### src/logic/ucen_map.svh
// Register offsets, field positions and counts of the port control block
// How it works
// - CTS enable gates transmit start on CTS
// - RTS enable requests data while FIFO has room
// - Aux pin B is inverse of bit 13
// - Aux pin A is inverse of bit 12
// - RTS pin is inverse of bit 11
// - DTR pin is inverse of bit 10
// - Bit 9 enables receive, resets to one
// - Bit 8 enables transmit, resets to one
// - Disabling finishes the character in progress
// - IR loopback feeds IR output back, not inverted
// - Serial loopback feeds transmit into receive
// - Loopback feeds modem outputs to inputs
// - Normal IR pulse is three sixteenths bit
// - Low-power IR pulse is three reference periods
// - IR disabled holds output low, ignores input
// - IR enabled moves data to IR pins
// - IR mode marks serial out, ignores inputs
// - IR enable ignored while port disabled and idle
// - Bit 0 enables the port, resets zero
`ifndef UCEN_MAP_SVH
`define UCEN_MAP_SVH
// Byte offsets on the register port
`define UCEN_CR_OFF      12'h030
`define UCEN_ST_OFF      12'h040
`define UCEN_TC_OFF      12'h080
// Reset values and writable masks
`define UCEN_CR_RESET    32'h00000300
`define UCEN_CR_WMASK    32'h0000ff87
`define UCEN_TC_RESET    32'h00000000
`define UCEN_TC_WMASK    32'h00000001
// Control field positions
`define UCEN_CR_TXFLOW   15
`define UCEN_CR_RXFLOW   14
`define UCEN_CR_OUT_B    13
`define UCEN_CR_OUT_A    12
`define UCEN_CR_RTS      11
`define UCEN_CR_DTR      10
`define UCEN_CR_RXEN     9
`define UCEN_CR_TXEN     8
`define UCEN_CR_LOOP     7
`define UCEN_CR_LP       2
`define UCEN_CR_SIR      1
`define UCEN_CR_EN       0
`define UCEN_TC_IRTEST   0
// Synchronised pin positions and idle levels
`define UCEN_PIN_RXD     0
`define UCEN_PIN_CTS     1
`define UCEN_PIN_DSR     2
`define UCEN_PIN_DCD     3
`define UCEN_PIN_RI      4
`define UCEN_PIN_IRRX    5
`define UCEN_PIN_LPB     6
`define UCEN_PIN_IDLE    7'h1f
// Infrared pulse and stretch lengths in units
`define UCEN_IR_PULSE    2'd3
`define UCEN_IR_STRETCH  5'd16
`endif

### src/logic/ucen_pkg.sv
// Types shared by the port control block
package ucen_pkg;
  // One register word
  typedef logic [31:0] word_t;
  // Infrared encoder states
  typedef enum logic [0:0] {IR_IDLE, IR_PULSE} irTxState_e;
endpackage : ucen_pkg

### src/logic/ucen_control.sv
// Control enables, modem pins, loopback and infrared coding of the port
`include "ucen_map.svh"

module ucen_control (
  // Clock, reset and freeze
  input  wire logic        core_clk,
  input  wire logic        rst,
  input  wire logic        ce,
  // Register port
  input  wire logic [11:0] regAddr,
  input  wire logic [31:0] regWdata,
  input  wire logic        regWr,
  input  wire logic        regRd,
  output logic      [31:0] regRdata,
  // Serial core, same clock
  input  wire logic        coreTxBit,
  input  wire logic        coreTxBusy,
  input  wire logic        coreRxBusy,
  input  wire logic        coreBitStart,
  input  wire logic        baud16Tick,
  input  wire logic        rxFifoRoom,
  output logic             coreTxStartOk,
  output logic             coreRxStartOk,
  output logic             coreTxRun,
  output logic             coreRxRun,
  output logic             coreRxBit,
  output logic      [3:0]  coreModemSt,
  // Plain serial and modem pins
  output logic             serialTxPin,
  input  wire logic        serialRxPin,
  input  wire logic        clearToSendN,
  input  wire logic        dataSetReadyN,
  input  wire logic        carrierDetectN,
  input  wire logic        ringIndicateN,
  output logic             requestToSendN,
  output logic             terminalReadyN,
  output logic             auxModemPinAN,
  output logic             auxModemPinBN,
  // Infrared pins
  output logic             infraredTxN,
  input  wire logic        infraredRx,
  input  wire logic        lowPowerBaudRef
);

  // Pick one bit of a register word
  function automatic logic bitOf(input ucen_pkg::word_t w,
                                 input int unsigned pos);
    bitOf = w[pos];
  endfunction : bitOf

  // Registers seen by software
  ucen_pkg::word_t         ctrl_q;     // Port control
  ucen_pkg::word_t         test_q;     // Test control
  ucen_pkg::word_t         rdata_q;    // Read data stage

  // Pin synchronisers
  logic [6:0]              pinRaw;     // Raw pin bundle
  logic [6:0]              pinS1_q;    // First stage, read by S2 only
  logic [6:0]              pinS2_q;    // Second stage
  logic [6:0]              pinS3_q;    // Third stage
  logic [6:0]              pinF_q;     // Agreed pin levels

  // Decoded control fields
  logic                    portEn;
  logic                    txEnBit;
  logic                    rxEnBit;
  logic                    loopBit;
  logic                    lpBit;
  logic                    sirBit;
  logic                    ctsEnBit;
  logic                    rtsEnBit;
  logic                    irTest;

  // Mode and routing
  logic                    portLive;   // Enabled or finishing a character
  logic                    sirActive;  // Infrared path in use
  logic                    serialLoop; // Transmit fed to receive
  logic                    irLoop;     // IR output fed to IR input
  logic [3:0]              modemSt;    // Active-high cts,dsr,dcd,ri
  logic                    ctsOk;      // Transmit may start

  // Infrared encoder
  ucen_pkg::irTxState_e    irSt_q;
  logic [1:0]              irCnt_q;    // Units elapsed in pulse
  logic                    irPulse;    // Light pulse active
  logic                    lpPrev_q;   // Low-power ref last level
  logic                    lpEdge;     // Low-power ref rising edge
  logic                    irUnit;     // Pulse time unit

  // Infrared decoder
  logic                    irIn;       // Selected IR input
  logic                    irPrev_q;
  logic                    irRise;
  logic [4:0]              stretch_q;  // Decoded low bit length
  logic                    irRxBit;

  // Field decode
  assign portEn   = bitOf(ctrl_q, `UCEN_CR_EN);
  assign txEnBit  = bitOf(ctrl_q, `UCEN_CR_TXEN);
  assign rxEnBit  = bitOf(ctrl_q, `UCEN_CR_RXEN);
  assign loopBit  = bitOf(ctrl_q, `UCEN_CR_LOOP);
  assign lpBit    = bitOf(ctrl_q, `UCEN_CR_LP);
  assign sirBit   = bitOf(ctrl_q, `UCEN_CR_SIR);
  assign ctsEnBit = bitOf(ctrl_q, `UCEN_CR_TXFLOW);
  assign rtsEnBit = bitOf(ctrl_q, `UCEN_CR_RXFLOW);
  assign irTest   = bitOf(test_q, `UCEN_TC_IRTEST);

  // Control register, reserved bits never stored
  always_ff @(posedge core_clk)
  begin
    if (rst)
      ctrl_q <= `UCEN_CR_RESET;
    else if (ce && regWr && regAddr == `UCEN_CR_OFF)
      ctrl_q <= regWdata & `UCEN_CR_WMASK;
  end

  // Test register holding the infrared test bit
  always_ff @(posedge core_clk)
  begin
    if (rst)
      test_q <= `UCEN_TC_RESET;
    else if (ce && regWr && regAddr == `UCEN_TC_OFF)
      test_q <= regWdata & `UCEN_TC_WMASK;
  end

  // Read data valid only in the cycle after the strobe
  always_ff @(posedge core_clk)
  begin
    if (rst)
      rdata_q <= 32'h00000000;
    else if (ce)
    begin
      if (!regRd)
        rdata_q <= 32'h00000000;
      else if (regAddr == `UCEN_CR_OFF)
        rdata_q <= ctrl_q;
      else if (regAddr == `UCEN_TC_OFF)
        rdata_q <= test_q;
      else if (regAddr == `UCEN_ST_OFF)
        rdata_q <= {25'h0, sirActive, coreRxBusy, coreTxBusy,
                    modemSt};
      else
        rdata_q <= 32'h00000000; // Unmapped reads as zero
    end
  end
  assign regRdata = rdata_q;

  // Pins cross in through three stages
  assign pinRaw = {lowPowerBaudRef, infraredRx, ringIndicateN,
                   carrierDetectN, dataSetReadyN, clearToSendN,
                   serialRxPin};

  // Synchroniser chain
  always_ff @(posedge core_clk)
  begin
    if (rst)
    begin
      pinS1_q <= `UCEN_PIN_IDLE;
      pinS2_q <= `UCEN_PIN_IDLE;
      pinS3_q <= `UCEN_PIN_IDLE;
    end
    else if (ce)
    begin
      pinS1_q <= pinRaw;
      pinS2_q <= pinS1_q;
      pinS3_q <= pinS2_q;
    end
  end

  // A level counts once stages two and three agree
  always_ff @(posedge core_clk)
  begin
    if (rst)
      pinF_q <= `UCEN_PIN_IDLE;
    else if (ce)
      pinF_q <= (pinS2_q & ~(pinS2_q ^ pinS3_q)) |
                (pinF_q & (pinS2_q ^ pinS3_q));
  end

  // Routing stays put while a character drains
  assign portLive   = portEn | coreTxBusy | coreRxBusy;
  assign sirActive  = sirBit & portLive;
  assign serialLoop = loopBit & ~irTest;
  assign irLoop     = loopBit & sirBit & irTest;

  // Modem status seen by the core
  always_comb
  begin
    if (sirActive)
      modemSt = 4'h0;
    else if (loopBit)
      modemSt = {bitOf(ctrl_q, `UCEN_CR_OUT_B),
                 bitOf(ctrl_q, `UCEN_CR_OUT_A),
                 bitOf(ctrl_q, `UCEN_CR_DTR),
                 bitOf(ctrl_q, `UCEN_CR_RTS)};
    else
      modemSt = ~pinF_q[`UCEN_PIN_RI:`UCEN_PIN_CTS];
  end

  // Flow control only holds back the next start
  assign ctsOk = ~ctsEnBit | modemSt[0];

  // Start and run enables to the core
  always_ff @(posedge core_clk)
  begin
    if (rst)
    begin
      coreTxStartOk <= 1'b0;
      coreRxStartOk <= 1'b0;
      coreTxRun     <= 1'b0;
      coreRxRun     <= 1'b0;
      coreModemSt   <= 4'h0;
    end
    else if (ce)
    begin
      coreTxStartOk <= portEn & txEnBit & ctsOk;
      coreRxStartOk <= portEn & rxEnBit;
      // A busy section keeps running until its character ends
      coreTxRun     <= (portEn & txEnBit) | coreTxBusy;
      coreRxRun     <= (portEn & rxEnBit) | coreRxBusy;
      coreModemSt   <= modemSt;
    end
  end

  // Low-power reference edge from the agreed level
  assign lpEdge = pinF_q[`UCEN_PIN_LPB] & ~lpPrev_q;
  assign irUnit = lpBit ? lpEdge : baud16Tick;
  // Count zero is the low-power wait for a reference edge, kept dark
  assign irPulse = (irSt_q == ucen_pkg::IR_PULSE) && (irCnt_q != 2'd0);

  // Reference edge tracker
  always_ff @(posedge core_clk)
  begin
    if (rst)
      lpPrev_q <= 1'b0;
    else if (ce)
      lpPrev_q <= pinF_q[`UCEN_PIN_LPB];
  end

  // Encoder: one pulse of three units per low bit
  always_ff @(posedge core_clk)
  begin
    if (rst)
    begin
      irSt_q  <= ucen_pkg::IR_IDLE;
      irCnt_q <= 2'd0;
    end
    else if (ce)
    begin
      unique case (irSt_q)
        ucen_pkg::IR_IDLE:
        begin
          // Bit start is a baud tick, so the pulse is whole units
          if (sirActive && coreBitStart && !coreTxBit)
          begin
            irSt_q  <= ucen_pkg::IR_PULSE;
            // Low power starts on a reference edge: three whole periods
            irCnt_q <= lpBit ? 2'd0 : 2'd1;
          end
        end
        ucen_pkg::IR_PULSE:
        begin
          if (irUnit)
          begin
            if (irCnt_q == `UCEN_IR_PULSE)
              irSt_q <= ucen_pkg::IR_IDLE;
            else
              irCnt_q <= irCnt_q + 2'd1;
          end
        end
      endcase
    end
  end

  // Decoder input, internal loop when testing
  assign irIn   = irLoop ? irPulse : pinF_q[`UCEN_PIN_IRRX];
  assign irRise = sirActive & irIn & ~irPrev_q;

  // Input edge tracker
  always_ff @(posedge core_clk)
  begin
    if (rst)
      irPrev_q <= 1'b0;
    else if (ce)
      irPrev_q <= irIn;
  end

  // Stretch each received pulse to one bit period
  always_ff @(posedge core_clk)
  begin
    if (rst)
      stretch_q <= 5'd0;
    else if (ce)
    begin
      if (irRise)
        stretch_q <= `UCEN_IR_STRETCH;
      else if (!sirActive)
        stretch_q <= 5'd0; // Leaving IR mode drops a stale bit
      else if (baud16Tick && stretch_q != 5'd0)
        stretch_q <= stretch_q - 5'd1;
    end
  end
  assign irRxBit = (stretch_q == 5'd0);

  // Receive bit to the core
  always_ff @(posedge core_clk)
  begin
    if (rst)
      coreRxBit <= 1'b1;
    else if (ce)
    begin
      if (sirActive)
        coreRxBit <= irRxBit;
      else if (serialLoop)
        coreRxBit <= coreTxBit;
      else
        coreRxBit <= pinF_q[`UCEN_PIN_RXD];
    end
  end

  // Line and modem output pins
  always_ff @(posedge core_clk)
  begin
    if (rst)
    begin
      serialTxPin    <= 1'b1;
      infraredTxN    <= 1'b0;
      requestToSendN <= 1'b1;
      terminalReadyN <= 1'b1;
      auxModemPinAN  <= 1'b1;
      auxModemPinBN  <= 1'b1;
    end
    else if (ce)
    begin
      // Marking level keeps a listener idle in IR mode
      serialTxPin    <= sirActive ? 1'b1 : coreTxBit;
      // Light is the high level, so dark stays low
      infraredTxN    <= sirActive ? irPulse : 1'b0;
      // Flow control replaces the software RTS level
      if (rtsEnBit)
        requestToSendN <= ~rxFifoRoom;
      else
        requestToSendN <= ~bitOf(ctrl_q, `UCEN_CR_RTS);
      terminalReadyN <= ~bitOf(ctrl_q, `UCEN_CR_DTR);
      auxModemPinAN  <= ~bitOf(ctrl_q, `UCEN_CR_OUT_A);
      auxModemPinBN  <= ~bitOf(ctrl_q, `UCEN_CR_OUT_B);
    end
  end
endmodule : ucen_control

### config.mk
export PLATFORM = sky130hd
export DESIGN_NAME = ucen_control
export DESIGN_NICKNAME = d
export VERILOG_FILES = /design/src/logic/ucen_pkg.sv /design/src/logic/ucen_control.sv
export VERILOG_INCLUDE_DIRS = /design/src /design/src/logic
export SDC_FILE = /design/constraint.sdc
export NUM_CORES = 1
export LEC_CHECK = 0
export ABC_CLOCK_PERIOD_IN_PS = 2220
export BUFFER_PORTS_ARGS = -buffer_cell sky130_fd_sc_hd__buf_2
export CORE_ASPECT_RATIO = 1.5
export CORE_MARGIN = 2
export CORE_UTILIZATION = 53
export CTS_BUF_LIST = sky130_fd_sc_hd__clkbuf_4
export CTS_CLUSTER_DIAMETER = 30
export DETAILED_ROUTE_END_ITERATION = 8
export GPL_ROUTABILITY_DRIVEN = 0
export PLACE_DENSITY = 0.82
export SLEW_MARGIN = 20
export SYNTH_ARGS = -nofsm -noshare
export SYNTH_HDL_FRONTEND = slang
export SYNTH_SLANG_ARGS = --single-unit
### constraint.sdc
create_clock -name core_clk -period 2.22 [get_ports core_clk]
set_clock_uncertainty 0.05 [all_clocks]
set_input_delay 0.444 -clock core_clk [delete_from_list [all_inputs] [get_ports core_clk]]
set_output_delay 0.444 -clock core_clk [all_outputs]
set_load 0.03 [all_outputs]
==> impl_metrics.py, run 1 <==
metrics = {
    "status": {
        "status": "complete, no violations",
    },
    "drt": {
        "totalWireLength_microns": 7838,
        "drt-vias-per-instance": 5.537,
        "dr.first_iter.drc_count": 138,
        "ant_nets": 0,
        "drc_errors": 0,
        "first_pass_iters": 4,
        "vias": 3023,
        "wl_per_cell_microns": 14.36,
    },
    "synthesis": {
        "synth_largest_area_cell": "dfxtp_1",
        "synthArstFlopShare_pct": 0,
        "synth_top_family_by_area": "simple AND/OR/NAND/NOR gates",
        "synthTopCellsByCount": "dfxtp_1, nor2_1, mux2i_1",
        "synth_area_leaders": "dfxtp_1, mux2i_1, nor2_1",
        "synth-seq-cells": 82,
        "synth_most_common_cell": "dfxtp_1",
        "synth.yosys.seq_area_share_pct": 45.18,
        "synth.avg_cell_area_sq_um": 9.199,
        "yosys_most_used_dff": "dfxtp_1",
        "synthSimpleGateAreaFrac_pct": 20.42,
        "yosys.area_share.xor_xnor_pct": 0,
        "synthAdderAreaFrac_pct": 1.033,
        "synth_cell_type_count": 48,
        "synth_edf_count": 0,
        "synth-compound-area-share_pct": 18.66,
        "synthMuxAreaShare_pct": 7.266,
        "netlist_area_sq_um": 3633,
        "yosysWarnings": 0,
        "yosysTopAreaCellShare_pct": 45.18,
        "synthCells": 395,
    },
    "cts": {
        "post_cts_buffers": 0,
        "root_buffer": "clkbuf_4",
        "cts_hold_buf": 0,
        "cts-htree-levels": 3,
        "cts_tree": "yes",
        "cts.repair.resized": 0,
        "numCtsBuffers": 9,
        "clk_path_buf_depth": 2,
        "clock_sinks": 82,
        "cts.clk_slew.worst_paths_ns": 0.14,
        "clock_latency_ns": 0.46,
    },
    "global_routing": {
        "grt_max_degree": 51,
        "globalRoute.totalOverflow": 0,
        "busiest_layer": "met2",
        "met2_usage_pct": 36.04,
        "gr-usage-all-layers_pct": 21.49,
        "grt_pass1_wl_microns": 12770,
        "met1_usage_pct": 24.48,
        "grt_antenna_before_repair": 0,
        "grt_pass1_vias": 2869,
        "use_met3_pct": 5.641,
    },
    "sta": {
        "slew_violations": 0,
        "max_freq_mhz": 554.9,
        "slew_headroom_pct": 51.68,
        "setup_viol": 0,
        "fin_crit_sh_pct": 81.17,
        "period_needed_ns": 1.802,
        "worst_pin_slew_ns": 0.7249,
        "tns_ns": 0,
        "rsz0062_at_grt": "no",
        "final_hold_viol_count": 0,
    },
    "die": {
        "ioPinCount": 109,
        "start_util_pct": 53.76,
        "die-width_microns": 71.61,
        "die_y_microns": 105.4,
        "core_sq_um": 6759,
        "rows": 37,
        "dieArea_sq_um": 7548,
    },
    "place": {
        "placed_cells": 530,
        "dp_hpwl_microns": 5474,
        "io_buffers": 72,
    },
    "power": {
        "seq_power_share_pct": 55.1,
        "power.internal_w": 0.002057,
        "p_sw_w": 0.0007101,
        "clockPowerShare_pct": 35.6,
        "p_leak_nw": 1.870,
        "irDropWorstVdd_mv": 0.4246,
        "switching_share_pct": 25.66,
        "p_per_area_nw_per_um2": 662.8,
        "combPwrFrac_pct": 9.2,
    },
    "worst_hold_path": {
        "hp-start": "clearToSendN",
        "worstHoldEndpoint": "pinS1_q[1]",
        "hold_path_depth": 2,
        "hold_path_class": "primary input to register",
    },
    "flow_run": {
        "drv_cap": 0,
    },
    "critical_path": {
        "slowest_delay_ns": 0.56,
        "worstReg2RegStart": "ctrl_q[7]",
        "worstPathArrival_ns": 2.14,
        "crit_chain": "nand3_1 > mux2i_2 > a31oi_2 > o31ai_1",
        "slowest_stage": "dfxtp_1",
        "crit_path_start_kind": "register",
        "crit_type": "register to register",
        "cp_num_buf_inv": 0,
        "required_ns": 2.56,
        "reg2regPathDepth": 4,
        "crit_path_end_kind": "register",
        "reg2reg_slack_ns": 0.42,
        "r2r_end": "stretch_q[0]",
        "path_max_fanout": 12,
        "path_delay_family": "flip-flops",
    },
    "finish": {
        "synthToLayoutAreaGrowth_pct": 14.91,
        "final_cells": 546,
        "nFillCells": 586,
        "final_layout_size_suffix_gt1_share_pct": 23.72,
        "layout.nets": 528,
        "diodes": 0,
    },
}
worst reg2reg max path: cells and delay by family, from the launching register on:
| family | cells | cell delay (ns) |
|---|---|---|
| multiplexers | 1 | 0.45 |
| AND/OR/NAND/NOR | 1 | 0.24 |
| AO/OA/AOI/OAI | 2 | 0.44 |
| flip-flops | 1 | 0.56 |
how the worst max path moves through the flow:
stage	from	end	slack, ns	cells past startpoint
6_report	ctrl_q[7]	stretch_q[0]	0.42	4
5_1_grt	ctrl_q[7]	stretch_q[2]	0.30	4
4_1_cts	irCnt_q[0]	stretch_q[1]	0.43	6
3_5_place_dp	regAddr[9]	ctrl_q[15]	0.28	6
3_3_place_gp	regAddr[9]	ctrl_q[14]	0.34	6
2_1_floorplan	regAddr[9]	ctrl_q[15]	0.62	5
stage by stage:
step | utilization, % | hold slack [ns] | total power (W) | cell area, sq um | worst slack (ns)
final | 61.77 | 0.1453 | 0.002767 | 4175 | 0.4180
after global placement | 59.39 | 0.3936 | 0.001805 | 4014 | 0.3425
after detailed placement | 59.39 | 0.3907 | 0.001813 | 4014 | 0.2830
after CTS | 61.77 | 0.1282 | 0.002782 | 4175 | 0.4289
after floorplan | - | 0.3774 | 0.001749 | 3690 | 0.6198
after global routing | 61.77 | 0.1295 | 0.002867 | 4175 | 0.3002
flip-flops by register name, indices dropped and copies added (netlist names), 2 cells and up, named ones only:
signal       flops
pinS1_q          7
coreModemSt      4
pinS2_q          7
ctrl_q          12
regRdata        16
pinS3_q          7
irCnt_q          2
stretch_q        5
power by group through the flow:
stage,clock network (W),logic (W),registers (W)
finish,0.000986,0.000256,0.00153
global placement,0,0.000249,0.00156
floorplan,0,0.000187,0.00156
CTS,0.00100,0.000257,0.00153
global route,0.00106,0.000279,0.00153
detailed placement,0,0.000255,0.00156
cells in the final DEF (no fill, tap or decap), types with 14 or more instances in the layout:
cell type / netlist / final
a211o_1: 20 / 20
nand2_1: 16 / 16
mux2i_1: 25 / 25
dfxtp_1: 82 / 82
nor2b_1: 14 / 14
nor2_1: 51 / 51
conb_1: 1 / 16
a21oi_1: 22 / 22
nand2b_1: 15 / 15
buf_2: 5 / 72
kinds of logic (layout without fill, tap and decap cells):
kind of cell,count (synthesis),in the layout
simple gates,140,140
compound gates,92,92
flops,82,82
buf+inv,51,109
mux,26,26
fa+ha+maj,3,3
other cells,1,16
final cells by class:
cell class | instances | area (sq um) | area share [%]
multi-input combinational | 277 | 1782 | 42.67
clock buffer | 9 | 67.56 | 1.618
clock inverter | 7 | 93.84 | 2.248
tap | 78 | 97.59 | 2.337
inverter | 10 | 37.54 | 0.8990
sequential | 82 | 1642 | 39.32
timing repair buffer | 83 | 455.4 | 10.91
metal layers:
layer  vias up  wire, microns
li1       1498              -
met1      1420           3257
met2        82           3945
met3        23            377
met4         0            259
met5         -              0
Power figures use the tool's default switching activity.
==> run 2, diff against run 1 <==
--- a/config.mk
+++ b/config.mk
@@ -6,16 +6,16 @@
 export SDC_FILE = /design/constraint.sdc
 export NUM_CORES = 1
 export LEC_CHECK = 0
-export ABC_CLOCK_PERIOD_IN_PS = 2220
+export ABC_CLOCK_PERIOD_IN_PS = 1500
 export BUFFER_PORTS_ARGS = -buffer_cell sky130_fd_sc_hd__buf_2
 export CORE_ASPECT_RATIO = 1.5
 export CORE_MARGIN = 2
-export CORE_UTILIZATION = 53
+export CORE_UTILIZATION = 48
 export CTS_BUF_LIST = sky130_fd_sc_hd__clkbuf_4
 export CTS_CLUSTER_DIAMETER = 30
 export DETAILED_ROUTE_END_ITERATION = 8
 export GPL_ROUTABILITY_DRIVEN = 0
-export PLACE_DENSITY = 0.82
+export PLACE_DENSITY = 0.78
 export SLEW_MARGIN = 20
 export SYNTH_ARGS = -nofsm -noshare
 export SYNTH_HDL_FRONTEND = slang
==> constraint.sdc (replaced) <==
create_clock -name core_clk -period 1.5 [get_ports core_clk]
set_clock_uncertainty 0.05 [all_clocks]
set_input_delay 0.3 -clock core_clk [delete_from_list [all_inputs] [get_ports core_clk]]
set_output_delay 0.3 -clock core_clk [all_outputs]
set_load 0.03 [all_outputs]
==> run 2 against run 1 <==
Non-clock buffer count is 26 higher. Sequential power is 48% higher. Sequential share of layout area is 2.7 points lower. Via count is 4.0% higher. Maximum frequency is 24% higher. Critical path depth stayed put. Setup slack worse by 0.38 ns. Wire length is 6.6% higher. Highest routed layer unchanged. Largest cell class unchanged. Core utilization is 0.25 points higher.
==> impl_metrics.py, run 2 (synthesis results as in run 1) <==
metrics = {
    "sta": {
        "final_hold_viol_count": 0,
        "period_needed_ns": 1.457,
        "slew_violations": 0,
        "tns_ns": 0,
        "setup_viol": 0,
        "rsz0062_at_grt": "yes",
        "max_freq_mhz": 686.2,
        "fin_hold_ws_ns": 0.01969,
        "fin_crit_sh_pct": 97.16,
    },
    "place": {
        "io_buffers": 72,
        "dp_hpwl_microns": 6014,
    },
    "worst_hold_path": {
        "hold_path_class": "primary input to register",
        "hold_path_depth": 2,
    },
    "global_routing": {
        "grt_antenna_before_repair": 0,
        "grt_pass1_vias": 3013,
        "grt_pass1_wl_microns": 13440,
        "gr-usage-all-layers_pct": 20.76,
        "globalRoute.totalOverflow": 0,
        "grt_max_degree": 46,
    },
    "finish": {
        "synthToLayoutAreaGrowth_pct": 24.17,
        "final_layout_size_suffix_gt1_share_pct": 31.58,
        "final_common_cell": "dfxtp_1",
        "layout_common_cells": "dfxtp_1, buf_2, nor2_1, buf_4, mux2i_1",
        "layout.nets": 554,
        "largest_register_ffs": 16,
        "diodes": 0,
    },
    "critical_path": {
        "crit_path_end_kind": "register",
        "worstPathArrival_ns": 1.77,
        "path_max_fanout": 2,
        "required_ns": 1.81,
        "crit_path_start_kind": "register",
        "crit_type": "register to register",
        "reg2regPathDepth": 4,
    },
    "drt": {
        "first_pass_iters": 4,
        "dr.first_iter.drc_count": 161,
        "drt-vias-per-instance": 5.295,
        "drc_errors": 0,
        "totalWireLength_microns": 8359,
        "wl_per_cell_microns": 14.07,
        "vias": 3145,
        "ant_nets": 0,
    },
    "cts": {
        "root_buffer": "clkbuf_4",
        "clock_sinks": 82,
        "cts.clk_slew.worst_paths_ns": 0.12,
        "cts-htree-levels": 3,
        "numCtsBuffers": 9,
        "clk_path_buf_depth": 2,
        "clock_latency_ns": 0.44,
        "cts_tree": "yes",
    },
    "die": {
        "dieArea_sq_um": 8296,
        "die_y_microns": 110.6,
        "die-width_microns": 75.04,
        "ioPinCount": 109,
        "rows": 38,
        "start_util_pct": 49.95,
        "core_sq_um": 7274,
    },
    "status": {
        "status": "complete, no violations",
    },
    "flow_run": {
        "drv_cap": 0,
    },
    "power": {
        "p_leak_nw": 2.048,
        "irDropWorstVdd_mv": 0.7517,
        "p_per_area_nw_per_um2": 909.5,
    },
}
[run 2: report_power, final]
part           total (W)  leakage [nW]  switching, W  internal [W]
registers        0.00226         0.671     0.0000309       0.00223
clock network    0.00143        0.0854      0.000742      0.000684
logic           0.000420          1.29      0.000246      0.000174
[run 2: area by class of cell]
| cell class | count | area (sq um) |
|---|---|---|
| clock inverter | 6 | 81.33 |
| timing repair buffer | 109 | 665.6 |
| clock buffer | 10 | 75.07 |
| fill | 632 | 2763 |
| tap | 100 | 125.1 |
| multi-input combinational | 277 | 1877 |
| inverter | 10 | 37.54 |
| sequential | 82 | 1650 |
[run 2: final timing paths]
path            startpoint            end  slack [ns]
min          dataSetReadyN     pinS1_q[2]        0.02
max reg2reg   stretch_q[0]   stretch_q[3]        0.04
max           stretch_q[0]   stretch_q[3]        0.04
min reg2reg  coreTxStartOk  coreTxStartOk        0.42
[run 2: timing repair]
action,4_1_cts,5_1_grt
buffers inserted,0,1
pin swaps,4,1
endpoints found under the hold margin,1,0
gates resized for setup,13,13
endpoints found under the setup margin,5,9
hold buffers,1,0
[run 2: worst max-delay path: stages, from the launching register on]
cell and delay [ns]:
dfxtp_2 0.34, buf_4 0.12, or3_1 0.38, or3_1 0.31
o221ai_1 0.18
[run 2: metal layers]
metal / global-route usage [%] / wire length (microns)
met3: 5.201 / 443
met2: 34.04 / 4325
met1: 23.57 / 3296
met4: 11.79 / 293
met5: 0 / 0
[run 2: stage by stage]
stage                     util, %  cell area, sq um  power [W]  setup WS [ns]  std cells
final                       62.02              4512   0.004104        0.04261        594
after global placement      58.20              4234   0.002695       -0.08909        576
after floorplan                 -              3690   0.002588       0.005231        410
after global routing        62.02              4512   0.004273       -0.04044        594
after CTS                   61.09              4444   0.004127        0.01037        593
after detailed placement    58.20              4234   0.002709        -0.1108        576
==> run 3, diff against run 2 <==
--- a/config.mk
+++ b/config.mk
@@ -15,6 +15,7 @@
 export CTS_CLUSTER_DIAMETER = 30
 export DETAILED_ROUTE_END_ITERATION = 8
 export GPL_ROUTABILITY_DRIVEN = 0
+export GPL_TIMING_DRIVEN = 0
 export PLACE_DENSITY = 0.78
 export SLEW_MARGIN = 20
 export SYNTH_ARGS = -nofsm -noshare
==> run 3 against run 2 <==
The run now ends with negative setup slack left. First-iteration DRC count grew 20%. Combinational power grew 9.0%. Final area grew 0.69%. Hold slack gained 0.024 ns. Maximum frequency shrank 5.2%. Via count grew 3.9%. Core utilization grew 0.43 points. Register-to-register slack lost 0.08 ns. Wire length grew 13%. Clock power shrank 13%. Critical path type unchanged. Largest cell class unchanged.
==> impl_metrics.py, run 3 (synthesis results as in run 1) <==
metrics = {
    "status": {
        "status": "finished, violations left",
        "violations": "negative setup slack",
    },
    "critical_path": {
        "reg2regPathDepth": 6,
        "required_ns": 1.84,
        "r2r_end": "stretch_q[1]",
        "path_max_fanout": 6,
        "crit_type": "register to register",
        "crit_path_end_kind": "register",
        "crit_path_start_kind": "register",
        "worstPathArrival_ns": 1.88,
        "reg2reg_slack_ns": -0.04,
        "worstReg2RegStart": "irCnt_q[0]",
    },
    "die": {
        "core_sq_um": 7274,
        "rows": 38,
        "die-width_microns": 75.04,
        "dieArea_sq_um": 8296,
        "die_y_microns": 110.6,
        "ioPinCount": 109,
        "start_util_pct": 49.95,
    },
    "place": {
        "io_buffers": 71,
        "dp_hpwl_microns": 6656,
    },
    "finish": {
        "layout.nets": 569,
        "layout_common_cells": "dfxtp_1, buf_2, nor2_1, mux2i_1, buf_4",
        "final_layout_size_suffix_gt1_share_pct": 30.06,
        "synthToLayoutAreaGrowth_pct": 25.03,
        "diodes": 0,
        "ff_latch_area_sq_um": 1652,
        "nFillCells": 611,
        "largest_register_ffs": 16,
        "multiInputGateArea_sq_um": 1904,
        "final_common_cell": "dfxtp_1",
    },
    "sta": {
        "setup_viol": 2,
        "worst_slack_ns": -0.03740,
        "max_freq_mhz": 650.4,
        "rsz0062_at_grt": "yes",
        "slew_violations": 0,
        "worst_pin_slew_ns": 0.6655,
        "slew_headroom_pct": 55.63,
        "final_hold_viol_count": 0,
        "tns_ns": -0.06363,
        "fin_crit_sh_pct": 102.5,
        "period_needed_ns": 1.537,
    },
    "drt": {
        "drt-vias-per-instance": 5.368,
        "vias": 3269,
        "dr.first_iter.drc_count": 194,
        "wl_per_cell_microns": 15.48,
        "totalWireLength_microns": 9427,
        "drc_errors": 0,
        "first_pass_iters": 5,
        "ant_nets": 0,
    },
    "cts": {
        "cts-htree-levels": 3,
        "cts_tree": "yes",
        "cts.clk_slew.worst_paths_ns": 0.13,
        "numCtsBuffers": 9,
        "clock_sinks": 82,
        "root_buffer": "clkbuf_4",
        "clk_path_buf_depth": 2,
        "clock_latency_ns": 0.45,
    },
    "power": {
        "p_per_area_nw_per_um2": 870.4,
        "irDropWorstVdd_mv": 0.5984,
        "p_leak_nw": 2.046,
        "total_power_w": 0.003954,
    },
    "worst_hold_path": {
        "worstHoldEndpoint": "ctrl_q[15]",
        "hold_path_depth": 3,
        "hold_path_class": "primary input to register",
        "hp-start": "regWdata[15]",
    },
    "global_routing": {
        "gr-usage-all-layers_pct": 23.42,
        "grt_pass1_wl_microns": 14810,
        "grt_pass1_vias": 3143,
        "grt_antenna_before_repair": 0,
        "globalRoute.totalOverflow": 0,
        "grt_max_degree": 14,
    },
    "flow_run": {
        "drv_cap": 0,
    },
}
-- run 3: cell count changes in the layout (fill, tap and decap cells not counted), moves of 2 or more --
cell and delta:
buf_1 +3, buf_12 -2, buf_2 +3, buf_4 -10, buf_6 +2, clkbuf_1 +14, clkinv_2 +2, dfxtp_2 -2
dlygate4sd3_1 +4, inv_1 -2, inv_2 +2
-- run 3: cell type report --
type	instances	area share, %
timing repair buffer	83	10.08
multi-input combinational	277	41.92
inverter	10	0.8262
clock buffer	9	1.487
clock inverter	7	1.322
sequential	82	36.35
buffer	41	5.260
tap	100	2.754
-- run 3: routing by layer --
layer  track usage (%)  part of all wire (%)  vias to the layer above
li1                  -                     -                     1581
met1             28.36                    41                     1531
met2             37.25                    50                      133
met3             6.296                   5.9                       24
met4             11.43                   2.9                        0
met5                 0                     0                        -
-- run 3: how the worst max path moves through the flow --
stage | from | endpoint | cells after the start | slack [ns]
global placement | rst | irCnt_q[1] | 4 | -0.28
CTS | stretch_q[0] | stretch_q[2] | 6 | -0.01
floorplan | irCnt_q[0] | stretch_q[2] | 6 | 0.005
finish | irCnt_q[0] | stretch_q[1] | 6 | -0.04
global route | irCnt_q[0] | stretch_q[3] | 6 | -0.08
detailed placement | rst | irCnt_q[1] | 4 | -0.35
-- run 3: power by group --
| part | leakage [nW] | internal, W | total [W] | switching [W] |
|---|---|---|---|---|
| clock | 0.0706 | 0.000488 | 0.00124 | 0.000753 |
| sequential | 0.670 | 0.00222 | 0.00225 | 0.0000303 |
| combinational | 1.30 | 0.000187 | 0.000458 | 0.000272 |
-- run 3: worst max-delay path, cell delays in order (launching register included) --
cell,delay (ns)
dfxtp_2,0.36
inv_2,0.05
ha_4,0.16
nor3b_4,0.23
mux2i_4,0.14
a31oi_4,0.28
mux2i_1,0.20
-- run 3: metrics by stage --
step	util, %	setup WS, ns	std cells	cell area [sq um]	hold slack [ns]
after CTS	61.25	-0.01443	606	4456	0.02666
after global placement	57.33	-0.2829	581	4170	0.3920
after detailed placement	57.33	-0.3466	581	4170	0.4006
final	62.45	-0.03740	609	4543	0.04407
after floorplan	-	0.005231	410	3690	0.3724
after global routing	62.45	-0.08037	609	4543	0.02227
-- run 3: what timing repair did --
| item | in CTS | in global routing |
|---|---|---|
| resized for setup | 20 | 19 |
| hold endpoints to repair | 5 | 0 |
| hold buffers | 5 | 0 |
| setup endpoints to repair | 16 | 12 |
| pin swaps | 4 | 5 |
| setup buffers | 4 | 3 |
